<file path="config.mk">
export PLATFORM = sky130hd
export DESIGN_NAME = extended_stack_instruction_exec
export DESIGN_NICKNAME = d
export VERILOG_FILES = /design/src/extended_set_enable_bit_pkg.sv /design/src/indirect_addr_detect.sv /design/src/extended_stack_instruction_exec.sv
export SDC_FILE = /design/constraint.sdc
export NUM_CORES = 1
export LEC_CHECK = 0
export BUFFER_PORTS_ARGS = -buffer_cell sky130_fd_sc_hd__buf_2
export CORE_MARGIN = 3
export CORE_UTILIZATION = 35
export DETAILED_ROUTE_END_ITERATION = 12
export GPL_ROUTABILITY_DRIVEN = 0
export PLACE_DENSITY_LB_ADDON = 0.1
export RECOVER_POWER = 50
export SLEW_MARGIN = 5
export SYNTH_ARGS = -nofsm -noshare
export SYNTH_HDL_FRONTEND = slang
export SYNTH_SLANG_ARGS = --single-unit
</file>
<file path="constraint.sdc">
create_clock -name i_sys_clk -period 3.4 [get_ports i_sys_clk]
set_input_delay 0.51 -clock i_sys_clk [delete_from_list [all_inputs] [get_ports i_sys_clk]]
set_output_delay 0.51 -clock i_sys_clk [all_outputs]
set_load 0.03 [all_outputs]
</file>
<file path="src/extended_set_enable_bit_pkg.sv">
// shared constants and carrier types for the extended stack instruction unit
package extended_set_enable_bit_pkg;
	localparam int ADDR_W = 12;
	localparam int PC_W   = 21;

	// opcode patterns: upper bytes, the full call word and the second-word upper nibble
	localparam logic [7:0] OP_ADD_PTR   = 8'hE8;
	localparam logic [7:0] OP_SUB_PTR   = 8'hE9;
	localparam logic [7:0] OP_MOVE_IDX  = 8'hEB;
	localparam logic [7:0] OP_PUSH_LIT  = 8'hFA;
	localparam logic [15:0] OP_CALL_ACC = 16'h0014;
	localparam logic [3:0] OP_SECOND    = 4'hF;

	localparam logic [1:0] SEL_STACK_PTR = 2'h3;
	localparam logic [1:0] SEL_MAX_PTR   = 2'h2;
	localparam logic [PC_W-1:0] PC_STEP  = 21'h000002;
	localparam logic [7:0] ZERO_BYTE     = 8'h00;

	// special function addresses
	localparam logic [ADDR_W-1:0] ADDR_PC_LOW  = 12'hFF9;
	localparam logic [ADDR_W-1:0] ADDR_TOS_LOW = 12'hFFD;
	localparam logic [ADDR_W-1:0] ADDR_TOS_HI  = 12'hFFE;
	localparam logic [ADDR_W-1:0] ADDR_TOS_UP  = 12'hFFF;

	// indirect access register addresses, three pointers times five ports
	localparam int N_INDIRECT = 15;
	localparam logic [N_INDIRECT*ADDR_W-1:0] INDIRECT_ADDRS = {
		12'hFEB, 12'hFEC, 12'hFED, 12'hFEE, 12'hFEF,
		12'hFE3, 12'hFE4, 12'hFE5, 12'hFE6, 12'hFE7,
		12'hFDB, 12'hFDC, 12'hFDD, 12'hFDE, 12'hFDF
	};

	localparam logic [ADDR_W-1:0] PTR_RESET = 12'h000;

	typedef enum logic [2:0] {
		ST_IDLE      = 3'b000,
		ST_NOP       = 3'b001,
		ST_MOVE_FILE = 3'b010,
		ST_MOVE_IDX  = 3'b011
	} exec_state_t;

	typedef struct packed {
		logic              we;
		logic [ADDR_W-1:0] addr;
		logic [7:0]        wdata;
	} mem_write_t;

	typedef struct packed {
		logic            push;
		logic [PC_W-1:0] push_value;
		logic            load;
		logic [PC_W-1:0] load_value;
	} flow_t;
endpackage

</file>
<file path="src/indirect_addr_detect.sv">
// flags an address that names an indirect access register
`timescale 1ns/1ps
module indirect_addr_detect (
	input  wire logic [extended_set_enable_bit_pkg::ADDR_W-1:0] i_addr,
	output logic                              o_is_indirect
);
	logic [extended_set_enable_bit_pkg::N_INDIRECT-1:0] hit;

	genvar g;
	generate
		for (g = 0; g < extended_set_enable_bit_pkg::N_INDIRECT; g++) begin : g_cmp
			assign hit[g] = (i_addr == extended_set_enable_bit_pkg::INDIRECT_ADDRS[g*extended_set_enable_bit_pkg::ADDR_W +: extended_set_enable_bit_pkg::ADDR_W]);
		end
	endgenerate

	assign o_is_indirect = |hit;
endmodule

</file>
<file path="src/extended_stack_instruction_exec.sv">
// decode and execute of the extended stack instruction subset
`timescale 1ns/1ps
module extended_stack_instruction_exec (
	input  wire logic                             i_sys_clk,
	input  wire logic                             i_reset_n,
	input  wire logic                             i_extended_set_enable_bit,
	input  wire logic                             i_instr_valid,
	input  wire logic [15:0]                      i_instr_word,
	input  wire logic [extended_set_enable_bit_pkg::PC_W-1:0]       i_program_counter,
	input  wire logic [7:0]                       i_accumulator_register,
	input  wire logic [7:0]                       i_program_counter_high_latch,
	input  wire logic [7:0]                       i_program_counter_upper_latch,
	input  wire logic [extended_set_enable_bit_pkg::PC_W-1:0]       i_return_stack_top,
	input  wire logic [7:0]                       i_mem_rdata,
	output logic                                  o_busy,
	output logic                                  o_handled,
	output logic [extended_set_enable_bit_pkg::ADDR_W-1:0]          o_mem_raddr,
	output extended_set_enable_bit_pkg::mem_write_t                 o_mem_write,
	output extended_set_enable_bit_pkg::flow_t                      o_flow,
	output logic [extended_set_enable_bit_pkg::ADDR_W-1:0]          o_file_select_pointer0,
	output logic [extended_set_enable_bit_pkg::ADDR_W-1:0]          o_file_select_pointer1,
	output logic [extended_set_enable_bit_pkg::ADDR_W-1:0]          o_stack_pointer_register
);
	localparam int AW    = extended_set_enable_bit_pkg::ADDR_W;
	localparam int N_PTR = int'(extended_set_enable_bit_pkg::SEL_MAX_PTR) + 1;

	extended_set_enable_bit_pkg::exec_state_t state_reg;
	logic [AW-1:0]          ptr_reg [0:N_PTR-1];
	logic [AW-1:0]          mem_raddr_reg;
	extended_set_enable_bit_pkg::mem_write_t  mem_write_reg;
	extended_set_enable_bit_pkg::flow_t       flow_reg;
	logic                   busy_reg;
	logic                   handled_reg;
	logic                   src_indirect_reg;

	logic [7:0]  opc;
	logic [1:0]  sel;
	logic [AW-1:0] lit6;
	logic [AW-1:0] off7;
	logic        active;
	logic        is_add;
	logic        is_sub;
	logic        is_move;
	logic        is_push;
	logic        is_call;
	logic        is_second;
	logic        kind_add;
	logic        kind_sub;
	logic        kind_move;
	logic        kind_push;
	logic        ret_form;
	logic        in_move;
	logic [AW-1:0] stack_ptr;
	logic [AW-1:0] dst_file_addr;
	logic [AW-1:0] src_addr;
	logic [AW-1:0] dst_idx_addr;
	logic        src_is_ind;
	logic        dst_is_ind;
	logic [7:0]  move_data;

	// decode fields of the current word
	assign opc       = i_instr_word[15:8];
	assign sel       = i_instr_word[7:6];
	assign lit6      = AW'(i_instr_word[5:0]);
	assign off7      = AW'(i_instr_word[6:0]);
	assign active    = i_instr_valid && i_extended_set_enable_bit && (state_reg == extended_set_enable_bit_pkg::ST_IDLE);
	assign is_add    = active && kind_add;
	assign is_sub    = active && kind_sub;
	assign is_move   = active && kind_move;
	assign is_push   = active && kind_push;
	assign is_call   = active && (i_instr_word == extended_set_enable_bit_pkg::OP_CALL_ACC);
	assign is_second = i_instr_valid && (i_instr_word[15:12] == extended_set_enable_bit_pkg::OP_SECOND);
	// forms that end in a return
	assign ret_form  = is_add || (is_sub && sel == extended_set_enable_bit_pkg::SEL_STACK_PTR);
	assign in_move   = (state_reg == extended_set_enable_bit_pkg::ST_MOVE_FILE) || (state_reg == extended_set_enable_bit_pkg::ST_MOVE_IDX);

	// first-word classification by upper byte
	always_comb begin
		kind_add  = 1'b0;
		kind_sub  = 1'b0;
		kind_move = 1'b0;
		kind_push = 1'b0;
		case (opc)
			extended_set_enable_bit_pkg::OP_ADD_PTR: begin
				// only select three; other selects are not this unit's
				kind_add = (sel == extended_set_enable_bit_pkg::SEL_STACK_PTR);
			end
			extended_set_enable_bit_pkg::OP_SUB_PTR: begin
				kind_sub = 1'b1;
			end
			extended_set_enable_bit_pkg::OP_MOVE_IDX: begin
				kind_move = 1'b1;
			end
			extended_set_enable_bit_pkg::OP_PUSH_LIT: begin
				kind_push = 1'b1;
			end
			default: begin
				// unmatched bytes are left to the core's own decode
				kind_add = 1'b0;
			end
		endcase
	end

	assign stack_ptr     = ptr_reg[N_PTR-1];
	assign dst_file_addr = i_instr_word[AW-1:0];
	// source is pointer plus offset, twelve-bit wrap
	assign src_addr     = stack_ptr + off7;
	// destination offset rides in the second word
	assign dst_idx_addr = stack_ptr + off7;
	// indirect source reads zero, both moves; rdata follows the held address
	assign move_data    = src_indirect_reg ? extended_set_enable_bit_pkg::ZERO_BYTE : i_mem_rdata;

	// the destination result is used in its own cycle; the source result is registered for the write
	indirect_addr_detect u_src_detect (
		.i_addr        (src_addr),
		.o_is_indirect (src_is_ind)
	);

	indirect_addr_detect u_dst_detect (
		.i_addr        (dst_idx_addr),
		.o_is_indirect (dst_is_ind)
	);

	// sequencing
	always_ff @(posedge i_sys_clk or negedge i_reset_n) begin
		if (!i_reset_n) begin
			state_reg <= extended_set_enable_bit_pkg::ST_IDLE;
		end else begin
			case (state_reg)
				extended_set_enable_bit_pkg::ST_IDLE: begin
					if (ret_form || is_call) begin
						state_reg <= extended_set_enable_bit_pkg::ST_NOP;
					end else if (is_move) begin
						state_reg <= i_instr_word[7] ? extended_set_enable_bit_pkg::ST_MOVE_IDX : extended_set_enable_bit_pkg::ST_MOVE_FILE;
					end
				end
				extended_set_enable_bit_pkg::ST_NOP: begin
					state_reg <= extended_set_enable_bit_pkg::ST_IDLE;
				end
				extended_set_enable_bit_pkg::ST_MOVE_FILE: begin
					// waits for the second word; fetch may stall
					if (is_second) begin
						state_reg <= extended_set_enable_bit_pkg::ST_IDLE;
					end
				end
				extended_set_enable_bit_pkg::ST_MOVE_IDX: begin
					// destination offset also rides in the second word
					if (is_second) begin
						state_reg <= extended_set_enable_bit_pkg::ST_IDLE;
					end
				end
				default: begin
					state_reg <= extended_set_enable_bit_pkg::ST_IDLE;
				end
			endcase
		end
	end

	// pointer registers, one process per pointer, for select values zero to two
	genvar p;
	generate
		for (p = 0; p < N_PTR; p++) begin : g_ptr
			logic is_stack;
			logic sub_here;

			assign is_stack = (p == N_PTR - 1);
			// select three also lands on the stack pointer
			assign sub_here = is_sub && ((sel == 2'(p)) || (is_stack && sel == extended_set_enable_bit_pkg::SEL_STACK_PTR));

			always_ff @(posedge i_sys_clk or negedge i_reset_n) begin
				if (!i_reset_n) begin
					ptr_reg[p] <= extended_set_enable_bit_pkg::PTR_RESET;
				end else if (is_stack && is_add) begin
					// add literal, wraps at twelve bits
					ptr_reg[p] <= ptr_reg[p] + lit6;
				end else if (sub_here) begin
					ptr_reg[p] <= ptr_reg[p] - lit6;
				end else if (is_stack && is_push) begin
					ptr_reg[p] <= ptr_reg[p] - AW'(1);
				end
			end
		end
	endgenerate

	// source address of a move, held for the read in the second-word cycle
	always_ff @(posedge i_sys_clk or negedge i_reset_n) begin
		if (!i_reset_n) begin
			mem_raddr_reg <= extended_set_enable_bit_pkg::PTR_RESET;
		end else if (is_move) begin
			// any address in the data space
			mem_raddr_reg <= src_addr;
		end
	end

	// remembers an indirect source until the write
	always_ff @(posedge i_sys_clk or negedge i_reset_n) begin
		if (!i_reset_n) begin
			src_indirect_reg <= 1'b0;
		end else if (is_move) begin
			src_indirect_reg <= src_is_ind;
		end
	end

	// data memory writes
	always_ff @(posedge i_sys_clk or negedge i_reset_n) begin
		if (!i_reset_n) begin
			mem_write_reg <= '0;
		end else begin
			// we is a pulse; address and data change only on a write or on a suppressed indexed move
			mem_write_reg.we <= 1'b0;
			if (is_push) begin
				mem_write_reg.we    <= 1'b1;
				mem_write_reg.addr  <= stack_ptr;
				mem_write_reg.wdata <= i_instr_word[7:0];
			end else if (is_second && state_reg == extended_set_enable_bit_pkg::ST_MOVE_FILE) begin
				mem_write_reg.we    <= 1'b1;
				mem_write_reg.addr  <= dst_file_addr;
				mem_write_reg.wdata <= move_data;
			end else if (is_second && state_reg == extended_set_enable_bit_pkg::ST_MOVE_IDX) begin
				mem_write_reg.we    <= !dst_is_ind;
				mem_write_reg.addr  <= dst_idx_addr;
				mem_write_reg.wdata <= move_data;
			end
		end
	end

	// program flow and return stack
	always_ff @(posedge i_sys_clk or negedge i_reset_n) begin
		if (!i_reset_n) begin
			flow_reg <= '0;
		end else begin
			flow_reg.push <= 1'b0;
			flow_reg.load <= 1'b0;
			// stack top is taken now; the nop cycle only waits for the refetch
			if (ret_form) begin
				flow_reg.load       <= 1'b1;
				flow_reg.load_value <= i_return_stack_top;
			end else if (is_call) begin
				flow_reg.push       <= 1'b1;
				flow_reg.push_value <= i_program_counter + extended_set_enable_bit_pkg::PC_STEP;
				// only pc changes; no shadow save
				flow_reg.load       <= 1'b1;
				flow_reg.load_value <= {i_program_counter_upper_latch[4:0],
					i_program_counter_high_latch, i_accumulator_register};
			end
		end
	end

	// one-cycle pulse for an accepted first word
	always_ff @(posedge i_sys_clk or negedge i_reset_n) begin
		if (!i_reset_n) begin
			handled_reg <= 1'b0;
		end else begin
			// second words raise no pulse; the core already knows a move is open
			handled_reg <= is_add || is_sub || is_move || is_push || is_call;
		end
	end

	// core inserts a nop while busy
	always_ff @(posedge i_sys_clk or negedge i_reset_n) begin
		if (!i_reset_n) begin
			busy_reg <= 1'b0;
		end else begin
			// a move stays busy until its second word, however long fetch stalls
			busy_reg <= ret_form || is_call || is_move || (in_move && !is_second);
		end
	end

	assign o_busy                   = busy_reg;
	assign o_handled                = handled_reg;
	assign o_mem_raddr              = mem_raddr_reg;
	assign o_mem_write              = mem_write_reg;
	assign o_flow                   = flow_reg;
	assign o_file_select_pointer0   = ptr_reg[0];
	assign o_file_select_pointer1   = ptr_reg[1];
	assign o_stack_pointer_register = ptr_reg[2];
endmodule

</file>
==> metrics.md <==
| Metric | Value |
|---|---|
| Run status | `complete, but fails checks` |
| Failing checks | `max-capacitance violations, max-slew violations, negative setup slack` |
| Final period util | `1.01` |
| Final min period | `3.44 ns` |
| CP arrival | `3.71 ns` |
| Ys async rst share | `1.00` |
| Ys flop type | `dfrtp_1` |
| Die Ht | `144 um` |
| Final setup violation count | `1` |
| Peak VDD IR | `0.000354 V` |
| # DRC | `0` |
| Slew @ Worst Pin | `1.82 ns` |
| Slowest cell on crit path | `or4_4` |
| DR vias/cell | `5.10` |
| Initial DRC Count | `359` |
| Max Slew Vio Count | `74` |
| Unrepaired setup endpoints after global routing | `yes` |
| Initial antenna violation count | `2` |
| Worst setup EP type | `register` |
| Avg Inst Size Synth | `9.32 um2` |
| Total GRT Usage | `0.196` |
| Fin util | `0.493` |
| Crit Path Category | `reg -> reg` |
| Buffers plus inverters on the worst setup path | `1` |
| H-tree depth | `4` |
| Worst slew margin | `-0.215` |
| Max reg flops | `44` |
| Share of the synthesized area in the top cell type | `0.444` |
| Core Area | `18,300 um2` |
| Nets | `1,105` |
| Final worst slack | `-0.0436 ns` |
| Drt pass-1 iters | `6` |
| Post-route ant nets | `0` |
| EDFF count, synth | `0` |
| Reg clk slew, reported paths | `0.06 ns` |
| Skew final | `0.00851 ns` |
| DP HPWL | `15.5 mm` |
| CTS Hold Bufs | `0` |
| Worst r2r src | `state_reg[1]` |
| Leakage power | `4.63 nW` |
| Fraction of power spent switching nets | `0.272` |
| Part of the power in the clock network | `0.479` |
| Pint | `2.98 mW` |
| Row cnt | `49` |
| Crit path from | `state_reg[1]` |
| CP top delay family | `compound AO/OA/AOI/OAI gates` |
| Largest net degree at the start of global routing | `74` |
| GR Overflow Total | `0` |
| CTS Buf Count | `17` |
| Ports | `209` |
| Clk sinks | `118` |
| Final Hold Fails | `0` |
| Worst setup SP type | `register` |
| Comb pwr share | `0.160` |
| Fillers | `1,787` |
| Yosys warning count | `0` |
| Worst path max stage delay | `0.51 ns` |
| Synth cell types | `60` |
| Die Area | `20,700 um2` |
| Seq/Total Area, Yosys | `0.444` |
| Setup Total Neg Slack | `-0.0436 ns` |
| Clock latency on the worst-skew pair | `0.41 ns` |
| Root Driver | `clkbuf_16` |
| Max Freq | `0.290 GHz` |
| Vias | `6,210` |
| Critical-path cell list | `nand3b_1 -> or4_4 -> buf_6 -> nor2_4 -> nand2_2 -> ha_4 -> a21oi_2 -> o22ai_2 -> ha_1 -> nor2b_1 -> o21ai_2 -> a21boi_4 -> o41ai_4 -> o21ba_2 -> xor2_1 -> o21ai_1` |
| Layout cells sized above 1 | `0.293` |
| Largest area contributor in the netlist | `dfrtp_1` |
| PwrDens | `452 nW/um2` |
| Switch Pwr | `1.11 mW` |
| Post-Syn Instances | `713` |
| Req. time, crit path | `3.66 ns` |
| FF+latch count, synth | `118` |
| Synth top area cells | `dfrtp_1, nand2_1, ha_1` |
| Die Width | `144 um` |
| TritonCTS clock tree | `built` |
| Clock Tree Buf Depth | `2` |
| Area delta synth->final | `36.0%` |
| WL final | `20.7 mm` |
| Critical path peak fanout | `5` |
| HP Start | `i_program_counter[0]` |
| Synth Cell Area | `6650 um2` |
| Hold WC Path Type | `in -> reg` |
| Number of global-route vias before repair | `5,849` |
| Max_cap viols | `1` |
| Buffers on Ports | `205` |
| Starting Density | `0.363` |
| Drt wl/cell | `17.0 um` |
| Mapped Nets | `843` |
| Seq pwr share | `0.361` |
| First-pass GRT wire length | `31.3 mm` |
## Yosys cell counts, types with 8 or more instances
cell type / n
ha_1: 32
o21ai_0: 73
xnor2_1: 24
a222oi_1: 8
nand3_1: 13
inv_1: 29
nor2_1: 46
a21oi_1: 23
mux2_2: 8
nand2_1: 126
xor2_1: 31
nor2b_1: 10
dfrtp_1: 118
clkbuf_1: 23
nor3_1: 14
a22oi_1: 27
## timing repair
item,CTS,global route
resized for setup,3,16
endpoints found under the setup margin,3,5
setup buffers,0,4
pin swaps,4,14
## worst register-to-register path: stages, from the launching register on
cell and delay, ns:
dfrtp_1 0.37, nand3b_1 0.19, or4_4 0.51, buf_6 0.14
nor2_4 0.09, nand2_2 0.07, ha_4 0.19, a21oi_2 0.14
o22ai_2 0.10, ha_1 0.31, nor2b_1 0.15, o21ai_2 0.19
a21boi_4 0.10, o41ai_4 0.34, o21ba_2 0.21, xor2_1 0.14
o21ai_1 0.07
## power groups by stage
| stage | Combinational [mW] | Sequential [mW] | Clock (mW) |
|---|---|---|---|
| after floorplan | 0.291 | 1.55 | 0 |
| after global placement | 0.630 | 1.50 | 0 |
| after detailed placement | 0.630 | 1.50 | 0 |
| after CTS | 0.635 | 1.47 | 2.01 |
| after global routing | 0.722 | 1.48 | 2.07 |
| final | 0.656 | 1.47 | 1.96 |
## cells in the final DEF, fill, tap and decap left out, types with 10 or more instances in the layout
master,netlist,final
xor2_1,31,31
ha_1,32,30
o21ai_0,73,66
nor2_1,46,44
buf_2,6,149
nor3_1,14,12
inv_1,29,29
nor2b_1,10,10
a22oi_1,27,27
clkbuf_16,0,17
xnor2_1,24,24
a21oi_1,23,21
clkbuf_1,23,57
nand3_1,13,13
buf_4,1,65
dfrtp_1,118,118
nand2_1,126,125
## worst paths after layout
kind	end	slack, ns	cells past startpoint
max	o_stack_pointer_register[8]	-0.04	16
min	o_flow[22]	0.30	3
max reg2reg	o_stack_pointer_register[8]	-0.04	16
min reg2reg	o_flow[14]	0.47	2
max in group asynchronous	o_mem_write[16]	0.98	2
min in group asynchronous	o_file_select_pointer0[8]	0.57	1
## per-layer routing
layer	track usage	vias to the layer above	routed length [um]
li1	-	3032	-
met4	0.0560	4	357
met2	0.306	181	9440
met5	0	-	27
met1	0.270	2967	9640
met3	0.0512	26	1250
## cells by family (layout without fill, tap and decap cells)
| logic type | count (synthesis) | in the layout | synth area share |
|---|---|---|---|
| and+or+nand+nor | 256 | 256 | 0.187 |
| xor gates and xnor gates | 55 | 55 | 0.0725 |
| DFF | 118 | 118 | 0.444 |
| adders and majority gates | 36 | 36 | 0.0723 |
| muxes | 15 | 15 | 0.0241 |
| buffers and inverters | 60 | 335 | 0.0367 |
| other | 0 | 1 | 0 |
| AOI/OAI and AO/OA | 173 | 173 | 0.164 |
## through the flow
stage / cell area [um2] / worst slack [ns] / hold WS, ns / std cells / power (mW)
6_report: 9040 / -0.0436 / 0.297 / 1218 / 4.09
5_1_grt: 9040 / -0.222 / 0.288 / 1217 / 4.27
3_5_place_dp: 8360 / -0.417 / 0.451 / 1181 / 2.13
4_1_cts: 9010 / -0.000244 / 0.278 / 1213 / 4.11
2_1_floorplan: 6680 / -0.210 / 0.214 / 713 / 1.84
3_3_place_gp: 8360 / -0.381 / 0.445 / 1181 / 2.13
## final cells by class
type	count	area [um2]	share of cell area
clock buffer	19	443	0.0490
tap	229	287	0.0317
multi-input combinational	535	3570	0.395
clock inverter	13	198	0.0219
sequential	118	2950	0.327
timing repair buffer	274	1480	0.163
inverter	29	109	0.0120
antenna	1	2.50	0.000277
Note: power is estimated with default switching activity, not from simulation.
